==> src/verilog/ftd_pkg.sv <==
// Shared constants and state types for the fan, drive code and temperature back-end
package ftd_pkg;
  // Clock and reference rates
  localparam int unsigned CLK_HZ = 40_000_000;
  localparam int unsigned REF_HZ = 22_500;
  localparam int unsigned REF_DIV = (CLK_HZ + REF_HZ / 2) / REF_HZ;
  localparam int unsigned REF_W = 11;
  // Tach edge filter: a new level must hold this long
  localparam int unsigned FILT_NS = 2000;
  localparam int unsigned FILT_CYC = (FILT_NS * (CLK_HZ / 1_000_000) + 999) / 1000;
  localparam int unsigned FILT_W = 7;
  // Monitoring loop period
  localparam int unsigned LOOP_MS = 400;
  localparam int unsigned LOOP_CYC_DEF = LOOP_MS * (CLK_HZ / 1000);
  localparam int unsigned LOOP_W = 24;
  // Tach pulses per counted period (two-pulse fan, one revolution)
  localparam int unsigned TACH_EDGES = 2;
  localparam logic [7:0] COUNT_MAX = 8'hFF;
  // Reset values
  localparam logic [1:0] DIV_RESET = 2'h1;
  localparam logic [7:0] DAC_RESET = 8'hFF;
  localparam logic [7:0] HIGH_RESET = 8'h3C;
  localparam logic [7:0] HIREL_RESET = 8'h37;
  localparam logic [7:0] LOW_RESET = 8'h0A;
  localparam logic [7:0] CRIT_RESET = 8'h50;
  localparam logic [2:0] HYST_RESET = 3'h2;
  localparam logic [7:0] CTL_RESET = 8'h01;
  // Register offsets
  localparam logic [3:0] OFF_TEMP = 4'h0;
  localparam logic [3:0] OFF_HIGH = 4'h1;
  localparam logic [3:0] OFF_HIREL = 4'h2;
  localparam logic [3:0] OFF_LOW = 4'h3;
  localparam logic [3:0] OFF_CRIT = 4'h4;
  localparam logic [3:0] OFF_HYST = 4'h5;
  localparam logic [3:0] OFF_DIV = 4'h6;
  localparam logic [3:0] OFF_DAC = 4'h7;
  localparam logic [3:0] OFF_CNT_A = 4'h8;
  localparam logic [3:0] OFF_CNT_B = 4'h9;
  localparam logic [3:0] OFF_CTL = 4'hA;
  localparam logic [3:0] OFF_STAT = 4'hB;
  // Field positions
  localparam int unsigned CTL_LOOP_BIT = 0;
  localparam int unsigned CTL_EXT_BIT = 1;
  localparam int unsigned CTL_INIT_BIT = 7;
  localparam int unsigned DIV_A_LSB = 0;
  localparam int unsigned DIV_B_LSB = 2;
  localparam int unsigned NORM_SHIFT = 3;
  // Loop sequencer states
  typedef enum logic [2:0] {
    L_WAIT = 3'h0,
    L_TEMP = 3'h1,
    L_VOLT = 3'h2,
    L_FAN_A = 3'h3,
    L_WAIT_A = 3'h4,
    L_FAN_B = 3'h5,
    L_WAIT_B = 3'h6
  } ftd_loop_t;
  // Tach counter states
  typedef enum logic [1:0] {
    T_IDLE = 2'h0,
    T_ARM = 2'h1,
    T_GATE = 2'h2
  } ftd_tach_t;
endpackage

==> src/verilog/ftd_meas_if.sv <==
// Control link between the loop sequencer and one tach counter
`timescale 1ns/1ps
interface ftd_meas_if;
  logic start;
  logic [1:0] div_sel;
  logic ref_tick;
  logic done;
  logic [7:0] count;
  modport ctrl(output start, output div_sel, output ref_tick, input done, input count);
  modport meas(input start, input div_sel, input ref_tick, output done, output count);
endinterface

==> src/verilog/ftd_monitor.sv <==
// Fan tach, fan drive code and temperature comparator back-end
`timescale 1ns/1ps
// Contract
// - Count 22.5 kHz reference ticks over two tach periods (one revolution) in an 8-bit counter.
// - Fan divisor is 1, 2, 4 or 8, and resets to 2.
// - Count equals 1.35e6 over RPM times divisor; 4400 RPM at 2 reads 153.
// - Each fan channel has its own divisor field.
// - Slow tach edges are filtered so each transition counts once.
// - Fan drive is an 8-bit code, zero to full scale.
// - Fan drive code is full scale after power-on.
// - Forcing the drive pin high enters test mode; normal responses stop.
// - Temperature is compared with high, low and critical setpoints plus hysteresis.
// - Default reading is 9-bit two's complement, half-degree steps.
// - Extended mode reading is 12-bit two's complement, sixteenth-degree steps.
// - Setpoints are 8-bit two's complement, one-degree steps.
// - Hysteresis offset is 3-bit unsigned degrees used by the comparator.
// - Reading is read-only; setpoints and hysteresis are read-write.
// - Drive output follows a write at once; soft init leaves it alone.
// - Loop measures temperature, voltages, fan A, fan B, about every 400 ms.
module ftd_monitor
  import ftd_pkg::*;
#(
  parameter int unsigned LOOP_CYC = LOOP_CYC_DEF
) (
  // Clock and reset
  input wire logic sys_clk,
  input wire logic rst_n,
  // Register access
  input wire logic [3:0] reg_addr,
  input wire logic reg_wr,
  input wire logic [7:0] reg_wdata,
  input wire logic reg_rd,
  output logic [15:0] reg_rdata,
  // Fan tach pins
  input wire logic tach_input_a,
  input wire logic tach_input_b,
  // Temperature converter result
  input wire logic [11:0] temp_sample,
  // Test mode detector on the drive pin
  input wire logic nand_tree_req,
  // Outputs
  output logic [7:0] fan_drive_output,
  output logic volt_convert_strobe,
  output logic temp_high_alarm,
  output logic temp_low_alarm,
  output logic temp_crit_alarm,
  output logic nand_tree_active
);
  // Register state
  logic [11:0] temp_raw;
  logic [7:0] high_temp_setpoint;
  logic [7:0] high_temp_release_setpoint;
  logic [7:0] low_temp_setpoint;
  logic [7:0] critical_temp_setpoint;
  logic [2:0] temp_hysteresis_offset;
  logic [3:0] fan_divisor_select;
  logic [7:0] ctl;
  logic [7:0] fan_count [2];
  logic [15:0] next_rdata;
  // Sequencer and timing
  ftd_loop_t state;
  logic [LOOP_W-1:0] loop_cnt;
  logic [REF_W-1:0] ref_cnt;
  logic ref_tick;
  logic test_s1;
  logic fan_start [2];
  // Per-channel links
  ftd_meas_if meas_if [2] ();

  // Access decode, blocked in test mode
  wire acc_ok = ~nand_tree_active;
  wire wr_en = reg_wr & acc_ok;
  wire wr_high = wr_en && reg_addr == OFF_HIGH;
  wire wr_hirel = wr_en && reg_addr == OFF_HIREL;
  wire wr_low = wr_en && reg_addr == OFF_LOW;
  wire wr_crit = wr_en && reg_addr == OFF_CRIT;
  wire wr_hyst = wr_en && reg_addr == OFF_HYST;
  wire wr_div = wr_en && reg_addr == OFF_DIV;
  wire wr_dac = wr_en && reg_addr == OFF_DAC;
  wire wr_ctl = wr_en && reg_addr == OFF_CTL;
  wire soft_init_command = wr_ctl & reg_wdata[CTL_INIT_BIT];
  wire ext_mode = ctl[CTL_EXT_BIT];
  wire loop_en = ctl[CTL_LOOP_BIT];
  wire loop_due = loop_cnt == LOOP_W'(LOOP_CYC - 1);
  wire ref_last = ref_cnt == REF_W'(REF_DIV - 1);

  // normal reading drops the sixteenth bits
  wire [11:0] temp_reading = ext_mode ? temp_raw : {3'h0, temp_raw[11:NORM_SHIFT]};

  // operands in sixteenth-degree units, 13-bit signed
  wire [11:0] t_cmp = ext_mode ? temp_sample : {temp_sample[11:NORM_SHIFT], 3'h0};
  wire signed [12:0] t13 = $signed({t_cmp[11], t_cmp});
  wire signed [12:0] hi13 = $signed({high_temp_setpoint[7], high_temp_setpoint, 4'h0});
  wire signed [12:0] rel13 = $signed({high_temp_release_setpoint[7], high_temp_release_setpoint, 4'h0});
  wire signed [12:0] lo13 = $signed({low_temp_setpoint[7], low_temp_setpoint, 4'h0});
  wire signed [12:0] cr13 = $signed({critical_temp_setpoint[7], critical_temp_setpoint, 4'h0});
  // unsigned hysteresis in the same units
  wire signed [12:0] hy13 = $signed({6'h00, temp_hysteresis_offset, 4'h0});
  wire signed [12:0] hi_clr_lvl = ext_mode ? hi13 - hy13 : rel13;
  wire high_set = t13 > hi13;
  wire high_clr = t13 <= hi_clr_lvl;
  wire low_set = t13 <= lo13;
  wire low_clr = t13 > lo13 + hy13;
  wire crit_set = t13 > cr13;
  wire crit_clr = t13 <= cr13 - hy13;
  wire temp_step = state == L_TEMP;

  // Channel links and counters
  genvar ch;
  generate
    for (ch = 0; ch < 2; ch++) begin : g_fan
      // each channel picks its own divisor field
      assign meas_if[ch].div_sel = fan_divisor_select[2*ch+1:2*ch];
      assign meas_if[ch].ref_tick = ref_tick;
      assign meas_if[ch].start = fan_start[ch];
      ftd_tach_counter u_tach (
        .sys_clk(sys_clk),
        .rst_n(rst_n),
        .mi(meas_if[ch]),
        .tach_raw(ch == 0 ? tach_input_a : tach_input_b)
      );
      always_ff @(posedge sys_clk or negedge rst_n) begin
        if (!rst_n) begin
          fan_count[ch] <= COUNT_MAX;
        end else if (meas_if[ch].done) begin
          fan_count[ch] <= meas_if[ch].count;
        end
      end
    end
  endgenerate

  always_ff @(posedge sys_clk or negedge rst_n) begin
    if (!rst_n) begin
      ref_cnt <= '0;
      ref_tick <= 1'b0;
    end else begin
      ref_tick <= ref_last;
      ref_cnt <= ref_last ? '0 : ref_cnt + 1'b1;
    end
  end

  always_ff @(posedge sys_clk or negedge rst_n) begin
    if (!rst_n) begin
      test_s1 <= 1'b0;
      nand_tree_active <= 1'b0;
    end else begin
      test_s1 <= nand_tree_req;
      nand_tree_active <= test_s1;
    end
  end

  always_ff @(posedge sys_clk or negedge rst_n) begin
    if (!rst_n) begin
      loop_cnt <= '0;
    end else if (!loop_en || nand_tree_active || loop_due) begin
      loop_cnt <= '0;
    end else begin
      loop_cnt <= loop_cnt + 1'b1;
    end
  end

  always_ff @(posedge sys_clk or negedge rst_n) begin
    if (!rst_n) begin
      state <= L_WAIT;
      volt_convert_strobe <= 1'b0;
      fan_start[0] <= 1'b0;
      fan_start[1] <= 1'b0;
    end else begin
      volt_convert_strobe <= 1'b0;
      fan_start[0] <= 1'b0;
      fan_start[1] <= 1'b0;
      case (state)
        L_WAIT: begin
          if (loop_due && loop_en && !nand_tree_active) begin
            state <= L_TEMP;
          end
        end
        L_TEMP: begin
          state <= L_VOLT;
        end
        L_VOLT: begin
          volt_convert_strobe <= 1'b1;
          state <= L_FAN_A;
        end
        L_FAN_A: begin
          fan_start[0] <= 1'b1;
          state <= L_WAIT_A;
        end
        L_WAIT_A: begin
          if (meas_if[0].done) begin
            state <= L_FAN_B;
          end
        end
        L_FAN_B: begin
          fan_start[1] <= 1'b1;
          state <= L_WAIT_B;
        end
        L_WAIT_B: begin
          if (meas_if[1].done) begin
            state <= L_WAIT;
          end
        end
        default: begin
          state <= L_WAIT;
        end
      endcase
    end
  end

  // capture the full 12-bit sample each loop
  always_ff @(posedge sys_clk or negedge rst_n) begin
    if (!rst_n) begin
      temp_raw <= '0;
    end else if (temp_step) begin
      temp_raw <= temp_sample;
    end
  end

  // high alarm, set wins over release
  always_ff @(posedge sys_clk or negedge rst_n) begin
    if (!rst_n) begin
      temp_high_alarm <= 1'b0;
    end else if (temp_step && high_set) begin
      temp_high_alarm <= 1'b1;
    end else if (temp_step && high_clr) begin
      temp_high_alarm <= 1'b0;
    end
  end

  always_ff @(posedge sys_clk or negedge rst_n) begin
    if (!rst_n) begin
      temp_low_alarm <= 1'b0;
    end else if (temp_step && low_set) begin
      temp_low_alarm <= 1'b1;
    end else if (temp_step && low_clr) begin
      temp_low_alarm <= 1'b0;
    end
  end

  always_ff @(posedge sys_clk or negedge rst_n) begin
    if (!rst_n) begin
      temp_crit_alarm <= 1'b0;
    end else if (temp_step && crit_set) begin
      temp_crit_alarm <= 1'b1;
    end else if (temp_step && crit_clr) begin
      temp_crit_alarm <= 1'b0;
    end
  end

  // writable high setpoints, restored by soft init
  always_ff @(posedge sys_clk or negedge rst_n) begin
    if (!rst_n) begin
      high_temp_setpoint <= HIGH_RESET;
      high_temp_release_setpoint <= HIREL_RESET;
    end else if (soft_init_command) begin
      high_temp_setpoint <= HIGH_RESET;
      high_temp_release_setpoint <= HIREL_RESET;
    end else begin
      if (wr_high) high_temp_setpoint <= reg_wdata;
      if (wr_hirel) high_temp_release_setpoint <= reg_wdata;
    end
  end

  // writable low, critical and hysteresis values
  always_ff @(posedge sys_clk or negedge rst_n) begin
    if (!rst_n) begin
      low_temp_setpoint <= LOW_RESET;
      critical_temp_setpoint <= CRIT_RESET;
      temp_hysteresis_offset <= HYST_RESET;
    end else if (soft_init_command) begin
      low_temp_setpoint <= LOW_RESET;
      critical_temp_setpoint <= CRIT_RESET;
      temp_hysteresis_offset <= HYST_RESET;
    end else begin
      if (wr_low) low_temp_setpoint <= reg_wdata;
      if (wr_crit) critical_temp_setpoint <= reg_wdata;
      if (wr_hyst) temp_hysteresis_offset <= reg_wdata[2:0];
    end
  end

  // divisor fields reset to divide by 2
  always_ff @(posedge sys_clk or negedge rst_n) begin
    if (!rst_n) begin
      fan_divisor_select <= {DIV_RESET, DIV_RESET};
    end else if (soft_init_command) begin
      fan_divisor_select <= {DIV_RESET, DIV_RESET};
    end else if (wr_div) begin
      fan_divisor_select <= reg_wdata[3:0];
    end
  end

  // Control; the init bit never stays set
  always_ff @(posedge sys_clk or negedge rst_n) begin
    if (!rst_n) begin
      ctl <= CTL_RESET;
    end else if (soft_init_command) begin
      ctl <= CTL_RESET;
    end else if (wr_ctl) begin
      ctl <= {1'b0, reg_wdata[6:0]};
    end
  end

  always_ff @(posedge sys_clk or negedge rst_n) begin
    if (!rst_n) begin
      fan_drive_output <= DAC_RESET;
    end else if (wr_dac) begin
      // 8-bit code straight to the pin
      fan_drive_output <= reg_wdata;
    end
  end

  // Read multiplexer
  always_comb begin
    next_rdata = '0;
    case (reg_addr)
      OFF_TEMP: next_rdata = {4'h0, temp_reading};
      OFF_HIGH: next_rdata = {8'h00, high_temp_setpoint};
      OFF_HIREL: next_rdata = {8'h00, high_temp_release_setpoint};
      OFF_LOW: next_rdata = {8'h00, low_temp_setpoint};
      OFF_CRIT: next_rdata = {8'h00, critical_temp_setpoint};
      OFF_HYST: next_rdata = {13'h0000, temp_hysteresis_offset};
      OFF_DIV: next_rdata = {12'h000, fan_divisor_select};
      OFF_DAC: next_rdata = {8'h00, fan_drive_output};
      OFF_CNT_A: next_rdata = {8'h00, fan_count[0]};
      OFF_CNT_B: next_rdata = {8'h00, fan_count[1]};
      OFF_CTL: next_rdata = {8'h00, ctl};
      OFF_STAT: next_rdata = {12'h000, nand_tree_active, temp_crit_alarm, temp_low_alarm, temp_high_alarm};
      default: next_rdata = '0;
    endcase
  end

  // read data, silent in test mode
  always_ff @(posedge sys_clk or negedge rst_n) begin
    if (!rst_n) begin
      reg_rdata <= '0;
    end else if (reg_rd) begin
      reg_rdata <= acc_ok ? next_rdata : '0;
    end
  end
endmodule

==> src/verilog/ftd_tach_counter.sv <==
// One fan tach period counter with input conditioning and saturation
`timescale 1ns/1ps
module ftd_tach_counter
  import ftd_pkg::*;
(
  // Clock and reset
  input wire logic sys_clk,
  input wire logic rst_n,
  // Sequencer link
  ftd_meas_if.meas mi,
  // Fan tach pin
  input wire logic tach_raw
);
  logic sync1;
  logic sync2;
  logic filt;
  logic filt_q;
  logic [FILT_W-1:0] filt_cnt;
  logic [2:0] pre_cnt;
  logic [7:0] cnt;
  logic edge_cnt;
  ftd_tach_t state;
  wire rise = filt & ~filt_q;
  wire [2:0] div_last = (3'h1 << mi.div_sel) - 3'h1;
  wire gate_tick = mi.ref_tick && (pre_cnt == div_last);
  wire last_edge = edge_cnt == 1'((TACH_EDGES - 1) & 1);

  // Two-stage synchroniser on the pin
  always_ff @(posedge sys_clk or negedge rst_n) begin
    if (!rst_n) begin
      sync1 <= 1'b0;
      sync2 <= 1'b0;
    end else begin
      sync1 <= tach_raw;
      sync2 <= sync1;
    end
  end

  always_ff @(posedge sys_clk or negedge rst_n) begin
    if (!rst_n) begin
      filt <= 1'b0;
      filt_cnt <= '0;
    end else if (sync2 == filt) begin
      filt_cnt <= '0;
    end else if (filt_cnt == FILT_W'(FILT_CYC - 1)) begin
      filt <= sync2;
      filt_cnt <= '0;
    end else begin
      filt_cnt <= filt_cnt + 1'b1;
    end
  end

  // Edge detect history
  always_ff @(posedge sys_clk or negedge rst_n) begin
    if (!rst_n) begin
      filt_q <= 1'b0;
    end else begin
      filt_q <= filt;
    end
  end

  // reference divided by the channel divisor
  always_ff @(posedge sys_clk or negedge rst_n) begin
    if (!rst_n) begin
      pre_cnt <= '0;
    end else if (state == T_IDLE || gate_tick) begin
      pre_cnt <= '0;
    end else if (mi.ref_tick) begin
      pre_cnt <= pre_cnt + 1'b1;
    end
  end

  // gate counting over two tach periods (one revolution)
  always_ff @(posedge sys_clk or negedge rst_n) begin
    if (!rst_n) begin
      state <= T_IDLE;
      cnt <= '0;
      edge_cnt <= 1'b0;
      mi.done <= 1'b0;
      mi.count <= COUNT_MAX;
    end else begin
      mi.done <= 1'b0;
      case (state)
        T_IDLE: begin
          cnt <= '0;
          edge_cnt <= 1'b0;
          if (mi.start) begin
            state <= T_ARM;
          end
        end
        T_ARM: begin
          if (rise) begin
            cnt <= '0;
            state <= T_GATE;
          end else if (gate_tick && cnt == COUNT_MAX) begin
            mi.count <= COUNT_MAX;
            mi.done <= 1'b1;
            state <= T_IDLE;
          end else if (gate_tick) begin
            cnt <= cnt + 1'b1;
          end
        end
        T_GATE: begin
          if (rise && last_edge) begin
            mi.count <= cnt;
            mi.done <= 1'b1;
            state <= T_IDLE;
          end else if (rise) begin
            edge_cnt <= edge_cnt + 1'b1;
          end else if (gate_tick && cnt == COUNT_MAX) begin
            mi.count <= COUNT_MAX;
            mi.done <= 1'b1;
            state <= T_IDLE;
          end else if (gate_tick) begin
            cnt <= cnt + 1'b1;
          end
        end
        default: begin
          state <= T_IDLE;
        end
      endcase
    end
  end
endmodule
==> config.mk <==
export PLATFORM = sky130hd
export DESIGN_NAME = ftd_monitor
export DESIGN_NICKNAME = d
export VERILOG_FILES = /design/src/verilog/ftd_pkg.sv /design/src/verilog/ftd_meas_if.sv /design/src/verilog/ftd_monitor.sv /design/src/verilog/ftd_tach_counter.sv
export SDC_FILE = /design/constraint.sdc
export NUM_CORES = 1
export LEC_CHECK = 0
export BUFFER_PORTS_ARGS = -buffer_cell sky130_fd_sc_hd__buf_2
export CAP_MARGIN = 20
export CORE_ASPECT_RATIO = 0.9
export CORE_UTILIZATION = 55
export CTS_BUF_LIST = sky130_fd_sc_hd__clkbuf_16
export DETAILED_ROUTE_END_ITERATION = 8
export PLACE_DENSITY = 0.73
export SLEW_MARGIN = 20
export SYNTH_ARGS = -nofsm -noshare
export SYNTH_HDL_FRONTEND = slang
export SYNTH_SLANG_ARGS = --single-unit
==> constraint.sdc <==
create_clock -name sys_clk -period 7.02 [get_ports sys_clk]
set_input_delay 0.351 -clock sys_clk [delete_from_list [all_inputs] [get_ports sys_clk]]
set_output_delay 0.351 -clock sys_clk [all_outputs]
set_load 0.02 [all_outputs]
==> flow_metrics.env <==
export IMPL_gp_congestion=0.952
export IMPL_dp_hpwl_um=21000
export IMPL_final_util=0.621
export IMPL_core_area_sq_um=21600
export IMPL_tightest_slew_ns=1.00
export IMPL_cts_buffers_inserted=23
export IMPL_syn_avg_cell_area_sq_um=9.77
export IMPL_slew_headroom=0.330
export IMPL_grt_overflow=0
export IMPL_peakVddDrop_uv=180
export IMPL_start_kind="flip-flop"
export IMPL_grt_usage=0.268
export IMPL_pin_count=60
export IMPL_start_util=0.561
export IMPL_fp_dieW_um=158
export IMPL_grt_pass1_vias=8890
export IMPL_required_ns=7.37
export IMPL_area_growth_synth_to_final_pct=10.7
export IMPL_ys_seq_area_frac=0.438
export IMPL_cts_root_buf="clkbuf_16"
export IMPL_layoutNonFillerInstCount=1584
export IMPL_viasPerCell=6.02
export IMPL_syn_area_sq_um=12100
export IMPL_drive_gt1_frac=0.169
export IMPL_finalCritPeriodShare=0.466
export IMPL_cts_max_path_buffers=3
export IMPL_finalSetupTns_ns=0
export IMPL_die_height_um=143
export IMPL_fin_worst_skew_ns=0.0169
export IMPL_setup_violations_final=0
export IMPL_ant_nets=0
export IMPL_antenna_found_initial=3
export IMPL_crit_fanout=6
export IMPL_crit_arrival_ns=3.63
export IMPL_outcome="finished, final reports clean"
export IMPL_ctsResizeCount=0
export IMPL_cts_sinks=209
export IMPL_cp_end_kind="flip-flop"
export IMPL_fmax_ghz=0.305
export IMPL_grt_pass1_wl_um=47400
export IMPL_clock_latency_ns=0.50
export IMPL_final_net_count=1388
export IMPL_clk_pin_slew_ns=0.06
export IMPL_synth_cells=1237
export IMPL_yosys_cell_types_count=84
export IMPL_num_rows=51
export IMPL_cts_setup_buffers=0
export IMPL_grt_max_degree=108
export IMPL_min_period_ns=3.27
export IMPL_drtPass1Iterations=6
export IMPL_p_leak_nw=5.94
export IMPL_routedWlPerCell_um=18.7
export IMPL_drc=0
export IMPL_yosysWarnings=0
export IMPL_r2r_start="temp_hysteresis_offset[1]"
export IMPL_ys_flop_type="dfrtp_1"
export IMPL_synth_edf_count=0
export IMPL_htreeDepth=1
export IMPL_drv_cap=0
export IMPL_port_buffers=55
export IMPL_power_density_nw_per_um2=245
export IMPL_drtIter0Drc=926
export IMPL_min_from="temp_sample[0]"
export IMPL_dpl_cell_count=1539
export IMPL_final_max_slew_viol_count=0
export IMPL_hold_viol_final=0
export IMPL_rsz0062_at_grt="false"
export IMPL_min_path_type="in -> reg"
export IMPL_wl_um=29700
export IMPL_vias=9539
export IMPL_crit_path_start="temp_hysteresis_offset[1]"
export IMPL_cts_tree="yes"
export IMPL_synthArstFlopShare=1.00
export IMPL_dieArea_sq_um=22600
export IMPL_ys_ff_latch=209
export IMPL_path_class="reg -> reg"
[critical path, stage by stage, from the launching register on]
cell,delay [ns]
dfstp_2,0.61
inv_1,0.13
ha_1,0.30
nor2b_1,0.13
o21ai_0,0.15
nand2b_1,0.12
or3_1,0.34
xnor2_1,0.13
ha_1,0.17
a21o_1,0.17
a221o_1,0.34
a2111oi_0,0.36
o311ai_0,0.18
[cells by family (layout without fill, tap and decap cells)]
| family | after synthesis | in the layout | share of synthesized area |
|---|---|---|---|
| AOI/OAI and AO/OA | 225 | 225 | 0.133 |
| buffers and inverters | 112 | 164 | 0.0380 |
| and+or+nand+nor | 470 | 470 | 0.192 |
| muxes | 76 | 76 | 0.0674 |
| DFF | 209 | 209 | 0.438 |
| adders and majority gates | 80 | 80 | 0.0847 |
| xor gates and xnor gates | 64 | 64 | 0.0464 |
| other | 1 | 5 | 0.000310 |
[metal layers]
metal / wire length [um] / GRT usage
met2: 13100 / 0.410
met3: 2310 / 0.0489
met1: 13500 / 0.390
met4: 707 / 0.0673
met5: 27 / 0
[power breakdown]
group / switching [mW] / internal, mW
Combinational: 0.377 / 0.284
Clock: 0.493 / 0.718
Sequential: 0.100 / 1.31
Total: 0.970 / 2.31
[synthesized netlist by cell type, types with 33 or more instances]
library cell,n,area share
dfrtp_1,152,0.31
o21ai_0,42,0.017
clkbuf_1,36,0.011
mux2i_1,33,0.027
nand2_1,132,0.041
mux2_2,43,0.040
nor2_1,97,0.030
a21oi_1,43,0.018
inv_1,56,0.017
dfstp_2,57,0.12
ha_1,77,0.080
nand3_1,91,0.038
[placed cells by master (no fill, tap or decap), drive strengths merged, types with 10 or more instances in the layout]
master	instances
ha	77
nor2	98
mux2i	33
nand2	132
nand3	91
dfstp	57
o211ai	11
a21o	10
nand4	19
nor2b	24
nor3	25
inv	61
clkbuf	26
dfrtp	152
a21oi	43
mux2	43
buf	63
a22oi	10
xor2	32
o22a	10
and3	17
xnor2	32
o21ai	45
or3	10
[flip-flops by register name (all words and copies together) (netlist names), 6 cells and up]
register                    cells
g_fan.u_tach.pre_cnt            6
fan_drive_output                8
loop_cnt                       24
critical_temp_setpoint          8
g_fan.u_tach.cnt               16
low_temp_setpoint               8
ref_cnt                        11
g_fan.u_tach.filt_cnt          14
ctl                             7
high_temp_release_setpoint      8
reg_rdata                      12
temp_raw                       12
g_fan.u_tach.mi.count          16
high_temp_setpoint              8
fan_count                      16
[cell type report]
type                       count  area (sq um)
fill                        1768          8180
multi-input combinational    919          6350
sequential                   209          5300
clock buffer                  25           626
timing repair buffer          68           392
tap                          291           364
inverter                      56           210
clock inverter                15           138
antenna                        1          2.50
[worst paths after layout]
kind                            slack [ns]  depth (start not counted)                      to
max in group asynchronous             5.23                          3                 test_s1
min in group asynchronous             0.51                          2  g_fan[0].u_tach.cnt[3]
worst max register to register        3.75                         12         temp_crit_alarm
worst min-delay path                  0.10                          2             temp_raw[0]
worst min register to register        0.34                          0        nand_tree_active
worst max-delay path                  3.75                         12         temp_crit_alarm
[stage by stage]
step | instance area [sq um] | setup WS [ns] | power, mW | hold slack [ns]
2_1_floorplan | 12100 | 4.05 | 1.86 | 0.0554
4_1_cts | 13400 | 3.76 | 3.29 | 0.0913
5_1_grt | 13400 | 3.50 | 3.43 | 0.101
3_5_place_dp | 12600 | 3.78 | 2.07 | 0.335
3_3_place_gp | 12600 | 3.86 | 2.05 | 0.334
6_report | 13400 | 3.75 | 3.28 | 0.103
[what timing repair did]
| action | 4_1_cts | 5_1_grt |
|---|---|---|
| hold buffers | 4 | 0 |
| setup endpoints to repair | 0 | 0 |
| endpoints found under the hold margin | 22 | 0 |
Power figures use the tool's default switching activity.
